**src/inc/aswo_pkg.sv**
```systemverilog
// Constants, state codes and register layout of the converter sequencer.
package aswo_pkg;

  // ----------------------------------------------------------------------
  // Register offsets
  // ----------------------------------------------------------------------
  localparam logic [7:0] CTRL_OFS = 8'h00;
  localparam logic [7:0] RESULT_OFS = 8'h04;
  localparam logic [7:0] UPPER_OFS = 8'h08;
  localparam logic [7:0] LOWER_OFS = 8'h0c;
  localparam logic [7:0] STATUS_OFS = 8'h10;

  // ----------------------------------------------------------------------
  // Field positions
  // ----------------------------------------------------------------------
  localparam int CTRL_EN_BIT = 0;
  localparam int CTRL_START_BIT = 1;
  localparam int CTRL_ONESHOT_BIT = 2;
  localparam int CTRL_RES12_BIT = 3;
  localparam int CTRL_CH_LSB = 4;
  localparam int CTRL_CH_MSB = 6;
  localparam int STAT_BUSY_BIT = 0;
  localparam int STAT_MISS_BIT = 1;
  localparam int STAT_PWR_BIT = 2;
  localparam int LIMIT_LSB = 4;
  localparam logic [2:0] HSIZE_WORD = 3'h2;

  // ----------------------------------------------------------------------
  // Reset values
  // ----------------------------------------------------------------------
  localparam logic ONESHOT_RST = 1'h1;
  localparam logic RES12_RST = 1'h1;
  localparam logic [2:0] CH_RST = 3'h2;
  localparam logic [7:0] UPPER_RST = 8'hff;
  localparam logic [7:0] LOWER_RST = 8'h00;

  // ----------------------------------------------------------------------
  // Timing
  // ----------------------------------------------------------------------
  localparam int CNT_W = 12;
  localparam int RES_BITS = 12;
  localparam int CLK_PERIOD_NS = 4;
  localparam int STAB_NS = 1000;
  localparam int STAB_CYCLES = (STAB_NS + CLK_PERIOD_NS - 1) / CLK_PERIOD_NS;
  localparam int CONV_CYCLES = 2816;
  localparam int STEP_CYCLES = 200;
  localparam int SAMPLE_CYCLES = CONV_CYCLES - RES_BITS * STEP_CYCLES;
  localparam logic [CNT_W-1:0] STAB_LOAD = CNT_W'(STAB_CYCLES - 1);
  localparam logic [CNT_W-1:0] SAMPLE_LOAD = CNT_W'(SAMPLE_CYCLES - 1);
  localparam logic [CNT_W-1:0] STEP_LOAD = CNT_W'(STEP_CYCLES - 1);
  localparam logic [CNT_W-1:0] CONV_AGE_LAST = CNT_W'(CONV_CYCLES - 1);
  localparam logic [3:0] LAST_BIT = 4'(RES_BITS - 1);
  localparam logic [RES_BITS-1:0] SAR_FIRST = 12'h800;

  // ----------------------------------------------------------------------
  // Sequencer states
  // ----------------------------------------------------------------------
  typedef enum logic [3:0] {
    ST_IDLE = 4'b0001,
    ST_STAB = 4'b0010,
    ST_SAMPLE = 4'b0100,
    ST_CONV = 4'b1000
  } aswo_state_e;

endpackage : aswo_pkg

```
**src/core/aswo_sar.sv**
```systemverilog
// Successive approximation register that steers the comparator reference.
`timescale 1ns/10ps
module aswo_sar (
  // Clock and reset
  input wire logic hclk,
  input wire logic hresetn,
  // Control
  input wire logic init,
  input wire logic step,
  input wire logic comp_high,
  // Codes
  output logic [aswo_pkg::RES_BITS-1:0] trial,
  output logic [aswo_pkg::RES_BITS-1:0] settled
);

  typedef struct packed {
    logic [aswo_pkg::RES_BITS-1:0] trial;
    logic [aswo_pkg::RES_BITS-1:0] mask;
  } aswo_sar_s;

  aswo_sar_s q;
  aswo_sar_s next_q;
  logic [aswo_pkg::RES_BITS-1:0] kept;

  always_comb begin
    next_q = q;
    kept = comp_high ? q.trial : (q.trial & ~q.mask);
    if (init) begin
      next_q.trial = aswo_pkg::SAR_FIRST;
      next_q.mask = aswo_pkg::SAR_FIRST;
    end else if (step) begin
      next_q.mask = q.mask >> 1;
      next_q.trial = kept | (q.mask >> 1);
    end
  end

  always_ff @(posedge hclk or negedge hresetn) begin
    if (!hresetn) begin
      q <= '0;
    end else begin
      q <= next_q;
    end
  end

  assign trial = q.trial;
  assign settled = kept;

endmodule : aswo_sar

```
**src/core/aswo_timer.sv**
```systemverilog
// Down counter that times each phase of the sequencer.
`timescale 1ns/10ps
module aswo_timer (
  // Clock and reset
  input wire logic hclk,
  input wire logic hresetn,
  // Control
  input wire logic load,
  input wire logic [aswo_pkg::CNT_W-1:0] value,
  // Status
  output logic done
);

  typedef struct packed {
    logic running;
    logic [aswo_pkg::CNT_W-1:0] count;
  } aswo_timer_s;

  aswo_timer_s q;
  aswo_timer_s next_q;

  always_comb begin
    next_q = q;
    if (load) begin
      next_q.running = 1'h1;
      next_q.count = value;
    end else if (q.running) begin
      if (q.count == '0) begin
        next_q.running = 1'h0;
      end else begin
        next_q.count = q.count - 12'h001;
      end
    end
  end

  always_ff @(posedge hclk or negedge hresetn) begin
    if (!hresetn) begin
      q <= '0;
    end else begin
      q <= next_q;
    end
  end

  assign done = q.running && (q.count == '0);

endmodule : aswo_timer

```
**src/core/aswo_top.sv**
```systemverilog
// Software triggered converter sequencer with an AHB-Lite register slave.
//
// The AHB-Lite interface to the registers and the register offsets were decided locally.
`timescale 1ns/10ps

module aswo_top (
  // Clock and reset
  input wire logic hclk,
  input wire logic hresetn,
  // AHB-Lite slave
  input wire logic hsel,
  input wire logic [31:0] haddr,
  input wire logic [1:0] htrans,
  input wire logic hwrite,
  input wire logic [2:0] hsize,
  input wire logic [31:0] hwdata,
  input wire logic hready,
  output logic hreadyout,
  output logic hresp,
  output logic [31:0] hrdata,
  // Analog front end
  input wire logic comp_high,
  output logic comp_power,
  output logic sample_hold,
  output logic [2:0] chan_sel,
  output logic [11:0] dac_code,
  // Events
  output logic conversion_end_irq
);

  // ----------------------------------------------------------------------
  // State
  // ----------------------------------------------------------------------
  typedef struct packed {
    aswo_pkg::aswo_state_e st;
    logic converter_enable_bit;
    logic conversion_start_bit;
    logic oneshot;
    logic res12;
    logic [2:0] chan;
    logic [11:0] conversion_result_reg;
    logic [7:0] compare_upper_limit;
    logic [7:0] compare_lower_limit;
    logic miss;
    logic [3:0] bitcnt;
    logic [11:0] conv_age;
    logic irq;
    logic ap_valid;
    logic ap_write;
    logic [7:0] ap_addr;
    logic rd_wait;
    logic [31:0] rdata;
  } aswo_top_s;

  localparam aswo_top_s TOP_RST = '{
    st: aswo_pkg::ST_IDLE,
    converter_enable_bit: 1'h0,
    conversion_start_bit: 1'h0,
    oneshot: aswo_pkg::ONESHOT_RST,
    res12: aswo_pkg::RES12_RST,
    chan: aswo_pkg::CH_RST,
    conversion_result_reg: 12'h000,
    compare_upper_limit: aswo_pkg::UPPER_RST,
    compare_lower_limit: aswo_pkg::LOWER_RST,
    miss: 1'h0,
    bitcnt: 4'h0,
    conv_age: 12'h000,
    irq: 1'h0,
    ap_valid: 1'h0,
    ap_write: 1'h0,
    ap_addr: 8'h00,
    rd_wait: 1'h0,
    rdata: 32'h0000_0000
  };

  aswo_top_s q;
  aswo_top_s next_q;

  logic t_load;
  logic [aswo_pkg::CNT_W-1:0] t_value;
  logic t_done;
  logic s_init;
  logic s_step;
  logic [11:0] s_trial;
  logic [11:0] s_settled;
  logic [11:0] final_val;
  logic in_range;
  logic finish;
  logic ctrl_wr;
  logic bus_wr;

  // ----------------------------------------------------------------------
  // Phase timer and approximation register
  // ----------------------------------------------------------------------
  aswo_timer u_timer (
    .hclk(hclk),
    .hresetn(hresetn),
    .load(t_load),
    .value(t_value),
    .done(t_done)
  );

  aswo_sar u_sar (
    .hclk(hclk),
    .hresetn(hresetn),
    .init(s_init),
    .step(s_step),
    .comp_high(comp_high),
    .trial(s_trial),
    .settled(s_settled)
  );

  // ----------------------------------------------------------------------
  // Next state
  // ----------------------------------------------------------------------
  always_comb begin
    next_q = q;
    next_q.irq = 1'h0;
    next_q.conv_age = q.conv_age + 12'h001;
    t_load = 1'h0;
    t_value = '0;
    s_init = 1'h0;
    s_step = 1'h0;
    finish = 1'h0;
    final_val = q.res12 ? s_settled : {s_settled[11:2], 2'b00};
    in_range = (final_val[11:aswo_pkg::LIMIT_LSB] <= q.compare_upper_limit) &&
               (final_val[11:aswo_pkg::LIMIT_LSB] >= q.compare_lower_limit);
    bus_wr = q.ap_valid && q.ap_write;
    ctrl_wr = bus_wr && (q.ap_addr == aswo_pkg::CTRL_OFS);

    unique case (q.st)
      aswo_pkg::ST_IDLE: begin
        if (q.conversion_start_bit) begin
          if (q.converter_enable_bit) begin
            next_q.st = aswo_pkg::ST_SAMPLE;
            t_load = 1'h1;
            t_value = aswo_pkg::SAMPLE_LOAD;
            s_init = 1'h1;
            next_q.conv_age = 12'h000;
          end else begin
            next_q.st = aswo_pkg::ST_STAB;
            t_load = 1'h1;
            t_value = aswo_pkg::STAB_LOAD;
          end
        end
      end
      aswo_pkg::ST_STAB: begin
        if (t_done) begin
          next_q.st = aswo_pkg::ST_SAMPLE;
          t_load = 1'h1;
          t_value = aswo_pkg::SAMPLE_LOAD;
          s_init = 1'h1;
          next_q.conv_age = 12'h000;
        end
      end
      aswo_pkg::ST_SAMPLE: begin
        if (t_done) begin
          next_q.st = aswo_pkg::ST_CONV;
          t_load = 1'h1;
          t_value = aswo_pkg::STEP_LOAD;
          next_q.bitcnt = 4'h0;
        end
      end
      aswo_pkg::ST_CONV: begin
        if (t_done) begin
          s_step = 1'h1;
          if (q.bitcnt == aswo_pkg::LAST_BIT) begin
            finish = 1'h1;
            next_q.conversion_result_reg = final_val;
            if (in_range) begin
              next_q.irq = 1'h1;
            end else begin
              next_q.miss = 1'h1;
            end
            if (q.oneshot) begin
              next_q.conversion_start_bit = 1'h0;
              next_q.st = aswo_pkg::ST_IDLE;
            end else begin
              next_q.st = aswo_pkg::ST_SAMPLE;
              t_load = 1'h1;
              t_value = aswo_pkg::SAMPLE_LOAD;
              s_init = 1'h1;
              next_q.conv_age = 12'h000;
            end
          end else begin
            next_q.bitcnt = q.bitcnt + 4'h1;
            t_load = 1'h1;
            t_value = aswo_pkg::STEP_LOAD;
          end
        end
      end
      default: begin
        next_q.st = aswo_pkg::ST_IDLE;
      end
    endcase

    // Bus address and read data phases.
    if (q.rd_wait) begin
      next_q.rd_wait = 1'h0;
      unique case (q.ap_addr)
        aswo_pkg::CTRL_OFS: begin
          next_q.rdata = {25'h0, q.chan, q.res12, q.oneshot,
                          q.conversion_start_bit, q.converter_enable_bit};
        end
        aswo_pkg::RESULT_OFS: begin
          next_q.rdata = {20'h0, q.conversion_result_reg};
        end
        aswo_pkg::UPPER_OFS: begin
          next_q.rdata = {24'h0, q.compare_upper_limit};
        end
        aswo_pkg::LOWER_OFS: begin
          next_q.rdata = {24'h0, q.compare_lower_limit};
        end
        aswo_pkg::STATUS_OFS: begin
          next_q.rdata = {29'h0, comp_power, q.miss, (q.st != aswo_pkg::ST_IDLE)};
        end
        default: begin
          next_q.rdata = 32'h0000_0000;
        end
      endcase
    end else if (hready) begin
      next_q.ap_valid = hsel && htrans[1];
      next_q.ap_write = hwrite && (hsize == aswo_pkg::HSIZE_WORD);
      next_q.ap_addr = haddr[7:0];
      next_q.rd_wait = hsel && htrans[1] && !hwrite;
    end

    // Bus write data phase; software writes follow the hardware updates, but a miss clear loses to a miss set in the same cycle.
    if (bus_wr) begin
      unique case (q.ap_addr)
        aswo_pkg::CTRL_OFS: begin
          next_q.converter_enable_bit = hwdata[aswo_pkg::CTRL_EN_BIT];
          next_q.oneshot = hwdata[aswo_pkg::CTRL_ONESHOT_BIT];
          next_q.res12 = hwdata[aswo_pkg::CTRL_RES12_BIT];
          next_q.chan = hwdata[aswo_pkg::CTRL_CH_MSB:aswo_pkg::CTRL_CH_LSB];
          if (hwdata[aswo_pkg::CTRL_START_BIT]) begin
            next_q.conversion_start_bit = 1'h1;
          end else begin
            next_q.conversion_start_bit = 1'h0;
            next_q.st = aswo_pkg::ST_IDLE;
          end
        end
        aswo_pkg::UPPER_OFS: begin
          next_q.compare_upper_limit = hwdata[7:0];
        end
        aswo_pkg::LOWER_OFS: begin
          next_q.compare_lower_limit = hwdata[7:0];
        end
        aswo_pkg::STATUS_OFS: begin
          if (hwdata[aswo_pkg::STAT_MISS_BIT] && !(finish && !in_range)) begin
            next_q.miss = 1'h0;
          end
        end
        default: begin
          next_q.miss = next_q.miss;
        end
      endcase
    end
  end

  always_ff @(posedge hclk or negedge hresetn) begin
    if (!hresetn) begin
      q <= TOP_RST;
    end else begin
      q <= next_q;
    end
  end

  // ----------------------------------------------------------------------
  // Outputs
  // ----------------------------------------------------------------------
  assign hreadyout = !q.rd_wait;
  assign hresp = 1'h0;
  assign hrdata = q.rdata;
  assign comp_power = q.converter_enable_bit || (q.st != aswo_pkg::ST_IDLE);
  assign sample_hold = (q.st == aswo_pkg::ST_SAMPLE);
  assign chan_sel = q.chan;
  assign dac_code = s_trial;
  assign conversion_end_irq = q.irq;
endmodule : aswo_top

```
**config.mk**
```make
export PLATFORM = sky130hd
export DESIGN_NAME = aswo_top
export DESIGN_NICKNAME = d
export VERILOG_FILES = /design/src/inc/aswo_pkg.sv /design/src/core/aswo_sar.sv /design/src/core/aswo_timer.sv /design/src/core/aswo_top.sv
export SDC_FILE = /design/constraint.sdc
export NUM_CORES = 1
export LEC_CHECK = 0
export BUFFER_PORTS_ARGS = -buffer_cell sky130_fd_sc_hd__buf_2
export CAP_MARGIN = 20
export CORE_UTILIZATION = 40
export CTS_CLUSTER_DIAMETER = 120
export DETAILED_ROUTE_END_ITERATION = 7
export PLACE_DENSITY_LB_ADDON = 0.08
export SLEW_MARGIN = 20
export SYNTH_ARGS = -nofsm -noshare
export SYNTH_HDL_FRONTEND = slang
export SYNTH_SLANG_ARGS = --single-unit
```
**constraint.sdc**
```tcl
create_clock -name hclk -period 4.09 [get_ports hclk]
set_input_delay 0.2045 -clock hclk [delete_from_list [all_inputs] [get_ports hclk]]
set_output_delay 0.2045 -clock hclk [all_outputs]
set_load 0.05 [all_outputs]
```
==> flow_metrics.tcl <==
set metrics [dict create \
    start_util 0.409 \
    grt_max_degree 77 \
    finalClockSkew_ps 7.72 \
    synth_top_flop_cell "dfrtp_1" \
    diodes 0 \
    cellPowerDensity_mw_per_mm2 425 \
    fp.dieW_microns 121 \
    layout-drive-gt1-share 0.216 \
    grt_pass1_vias 3779 \
    pwr-share-comb 0.219 \
    synth_area_leaders "dfrtp_1 (41%), buf_4 (6.8%), dfstp_2 (5.6%), nand2_1 (5.4%), mux2_2 (5.0%)" \
    rsz0062_at_grt "no" \
    antenna_found_initial 0 \
    final_nets 691 \
    gp_congestion 0.835 \
    ctsResizeCount 0 \
    synth_most_common_cell "dfrtp_1" \
    synth_top_area_frac 0.412 \
    grt_overflow 0 \
    fmax_ghz 0.351 \
    firstDrtPassIters 4 \
    synth_warnings 0 \
    critPathBufInv 0 \
    worstHoldPathType "in2reg" \
    routed_wl_microns 12400 \
    synthDistinctLibCells 62 \
    fin_ws_ps 1240 \
    crit_path_end_kind "register" \
    path_max_fanout 15 \
    fin_crit_ps 2850 \
    crit_slowest_cell "and2_0" \
    finalSetupViolations 0 \
    die_area_sq_mm 0.0146 \
    vias 4033 \
    slew_viol_final 0 \
    arrival_ps 3120 \
    clkPwrFrac 0.309 \
    grt_pass1_wl_microns 19800 \
    required_ps 4360 \
    die_h_microns 121 \
    drt-initial-drc-count 227 \
    status "finished, final reports clean" \
    async_flop_share 1.00 \
    synth_edf_count 0 \
    place_area_sq_mm 0.00580 \
    slew_headroom 0.347 \
    grt.total_usage 0.178 \
    path_cells "nor4_1, and2_0, nand2_2, or4_1, a21oi_1" \
    wl_per_cell_microns 15.8 \
    ios 127 \
    power_uw 2580 \
    p_int_uw 1740 \
    dp_hpwl_microns 9000 \
    setup_tns_ps 0 \
    startpoint_type "register" \
    vdd_drop_max_mv 0.248 \
    clk-insertion-delay-late_ps 350 \
    port_buffers 56 \
    area_delta_synth_final_pct 7.30 \
    clk_pin_slew_worst_paths_ps 70 \
    syn-cell-area_sq_mm 0.00565 \
    std_cell_rows 43 \
    cts.sinks 105 \
    clockRootBuffer "clkbuf_16" \
    finalHoldViolCount 0 \
    cts_made_buffers 9 \
    cts_tree "done" \
    final_antenna_net_count 0 \
    place_ws_ps 1250 \
    slowest_delay_ps 690 \
    synthCells 576 \
    yosys_register_bits 105 \
    power_frac_seq 0.473 \
    final_cell_area_sq_mm 0.00607 \
    finalCritPeriodShare 0.696 \
    cts_hold_buf 0 \
    swShare 0.324 \
    cts_max_path_buffers 2 \
    drc 0 \
    ys_seq_area_frac 0.467 \
    synth_common_cells "dfrtp_1 (93), nand2_1 (81), buf_4 (51), o21ai_0 (51), a21oi_1 (39)" \
    yosys.area.top_type "dfrtp_1" \
    vias_per_cell 5.15 \
    avgSynthCellArea_sq_um 9.81 \
    cts_setup_buffers 0 \
    path_delay_family "simple AND/OR/NAND/NOR gates" \
    ctsHtreeMaxLevel 3 \
    criticalPathCategory "reg2reg" \
    leakagePower_uw 0.00278 \
    core_sq_mm 0.0138 \
    tightest_slew_ps 980 \
    max-cap-violations 0 \
    switchingPower_uw 834 \
]
==> cell type report <==
class	count	area (sq um)
Fill cell	1333	7760
Tap cell	180	225
Sequential cell	105	2640
Timing Repair Buffer	60	313
Clock inverter	1	5.00
Multi-Input combinational cell	386	2490
Clock buffer	15	258
Inverter	36	135
==> layout by cell type, fill, tap and decap left out, drive strengths merged, types with 2 or more instances in the layout <==
| cell type | Yosys | routed |
|---|---|---|
| mux2 | 25 | 25 |
| o21a | 2 | 2 |
| nand2 | 83 | 83 |
| nand3b | 2 | 2 |
| o21ai | 52 | 52 |
| or2 | 3 | 3 |
| a21boi | 3 | 3 |
| nand4 | 3 | 3 |
| nand3 | 23 | 23 |
| mux2i | 2 | 2 |
| xor2 | 3 | 3 |
| a22oi | 2 | 2 |
| nor2 | 19 | 19 |
| clkbuf | 12 | 15 |
| a32o | 2 | 2 |
| a211oi | 3 | 3 |
| or3 | 2 | 2 |
| xnor2 | 7 | 7 |
| mux4 | 5 | 5 |
| a211o | 4 | 4 |
| dfrtp | 93 | 93 |
| a21o | 4 | 4 |
| a21oi | 39 | 39 |
| or4 | 6 | 6 |
| buf | 57 | 60 |
| dfstp | 12 | 12 |
| a31oi | 6 | 6 |
| nor2b | 5 | 5 |
| and2 | 7 | 7 |
| a22o | 2 | 2 |
| conb | 1 | 21 |
| ha | 18 | 18 |
| o31ai | 6 | 6 |
| nor3 | 7 | 7 |
| inv | 36 | 36 |
| nor4 | 4 | 4 |
| nor4b | 5 | 5 |
==> worst register-to-register path: cells and delay by family, from the launching register on <==
family          cells  cell delay [ps]
flops               1              430
simple gates        4             2180
compound gates      1              160
==> kinds of logic after synthesis <==
kind of cell    share of synthesized area
flops                               0.467
compound gates                      0.137
other cells                      0.000663
xor+xnor                           0.0155
buf+inv                             0.106
simple gates                        0.161
fa+ha+maj                          0.0398
mux                                0.0733
==> per-layer routing <==
layer / vias up / track usage / share of wire
li1: 1989 / - / -
met1: 1948 / 0.244 / 0.49
met2: 82 / 0.284 / 0.46
met4: 0 / 0.0710 / 0.015
met5: - / 0 / 0
met3: 14 / 0.0240 / 0.033
==> stage by stage <==
| stage | util | hold slack (ps) | cells |
|---|---|---|---|
| 2_1_floorplan | - | -91.1 | 596 |
| 3_3_place_gp | 0.420 | 374 | 767 |
| 3_5_place_dp | 0.420 | 380 | 767 |
| 4_1_cts | 0.439 | 3.34 | 783 |
| 5_1_grt | 0.439 | 12.7 | 783 |
| 6_report | 0.439 | 14.4 | 783 |
==> power by group through the flow <==
stage,Sequential (uW),Combinational [uW],Clock [uW]
5_1_grt,1230,616,859
3_3_place_gp,1230,557,0
3_5_place_dp,1230,564,0
4_1_cts,1220,566,822
6_report,1220,563,795
2_1_floorplan,1190,493,0
==> registers in the layout, indices dropped and copies added, names as in the netlist <==
signal and count:
chan_sel 3, conversion_end_irq 1, hrdata 12, q 52, u_sar.q 12, u_sar.trial 12, u_timer.q 13
==> path summary, 6_finish.rpt <==
kind                               from           end  slack, ps  depth (start not counted)
hold / removal                   hwrite         q[32]         10                          2
setup / recovery           u_timer.q[6]         q[58]       1240                          5
hold reg to reg               hrdata[1]     hrdata[1]        490                          2
min in group asynchronous       hresetn   chan_sel[2]         20                          1
setup reg to reg           u_timer.q[6]         q[58]       1240                          5
max in group asynchronous       hresetn  u_timer.q[2]       3110                          2
Power figures use the tool's default switching activity.
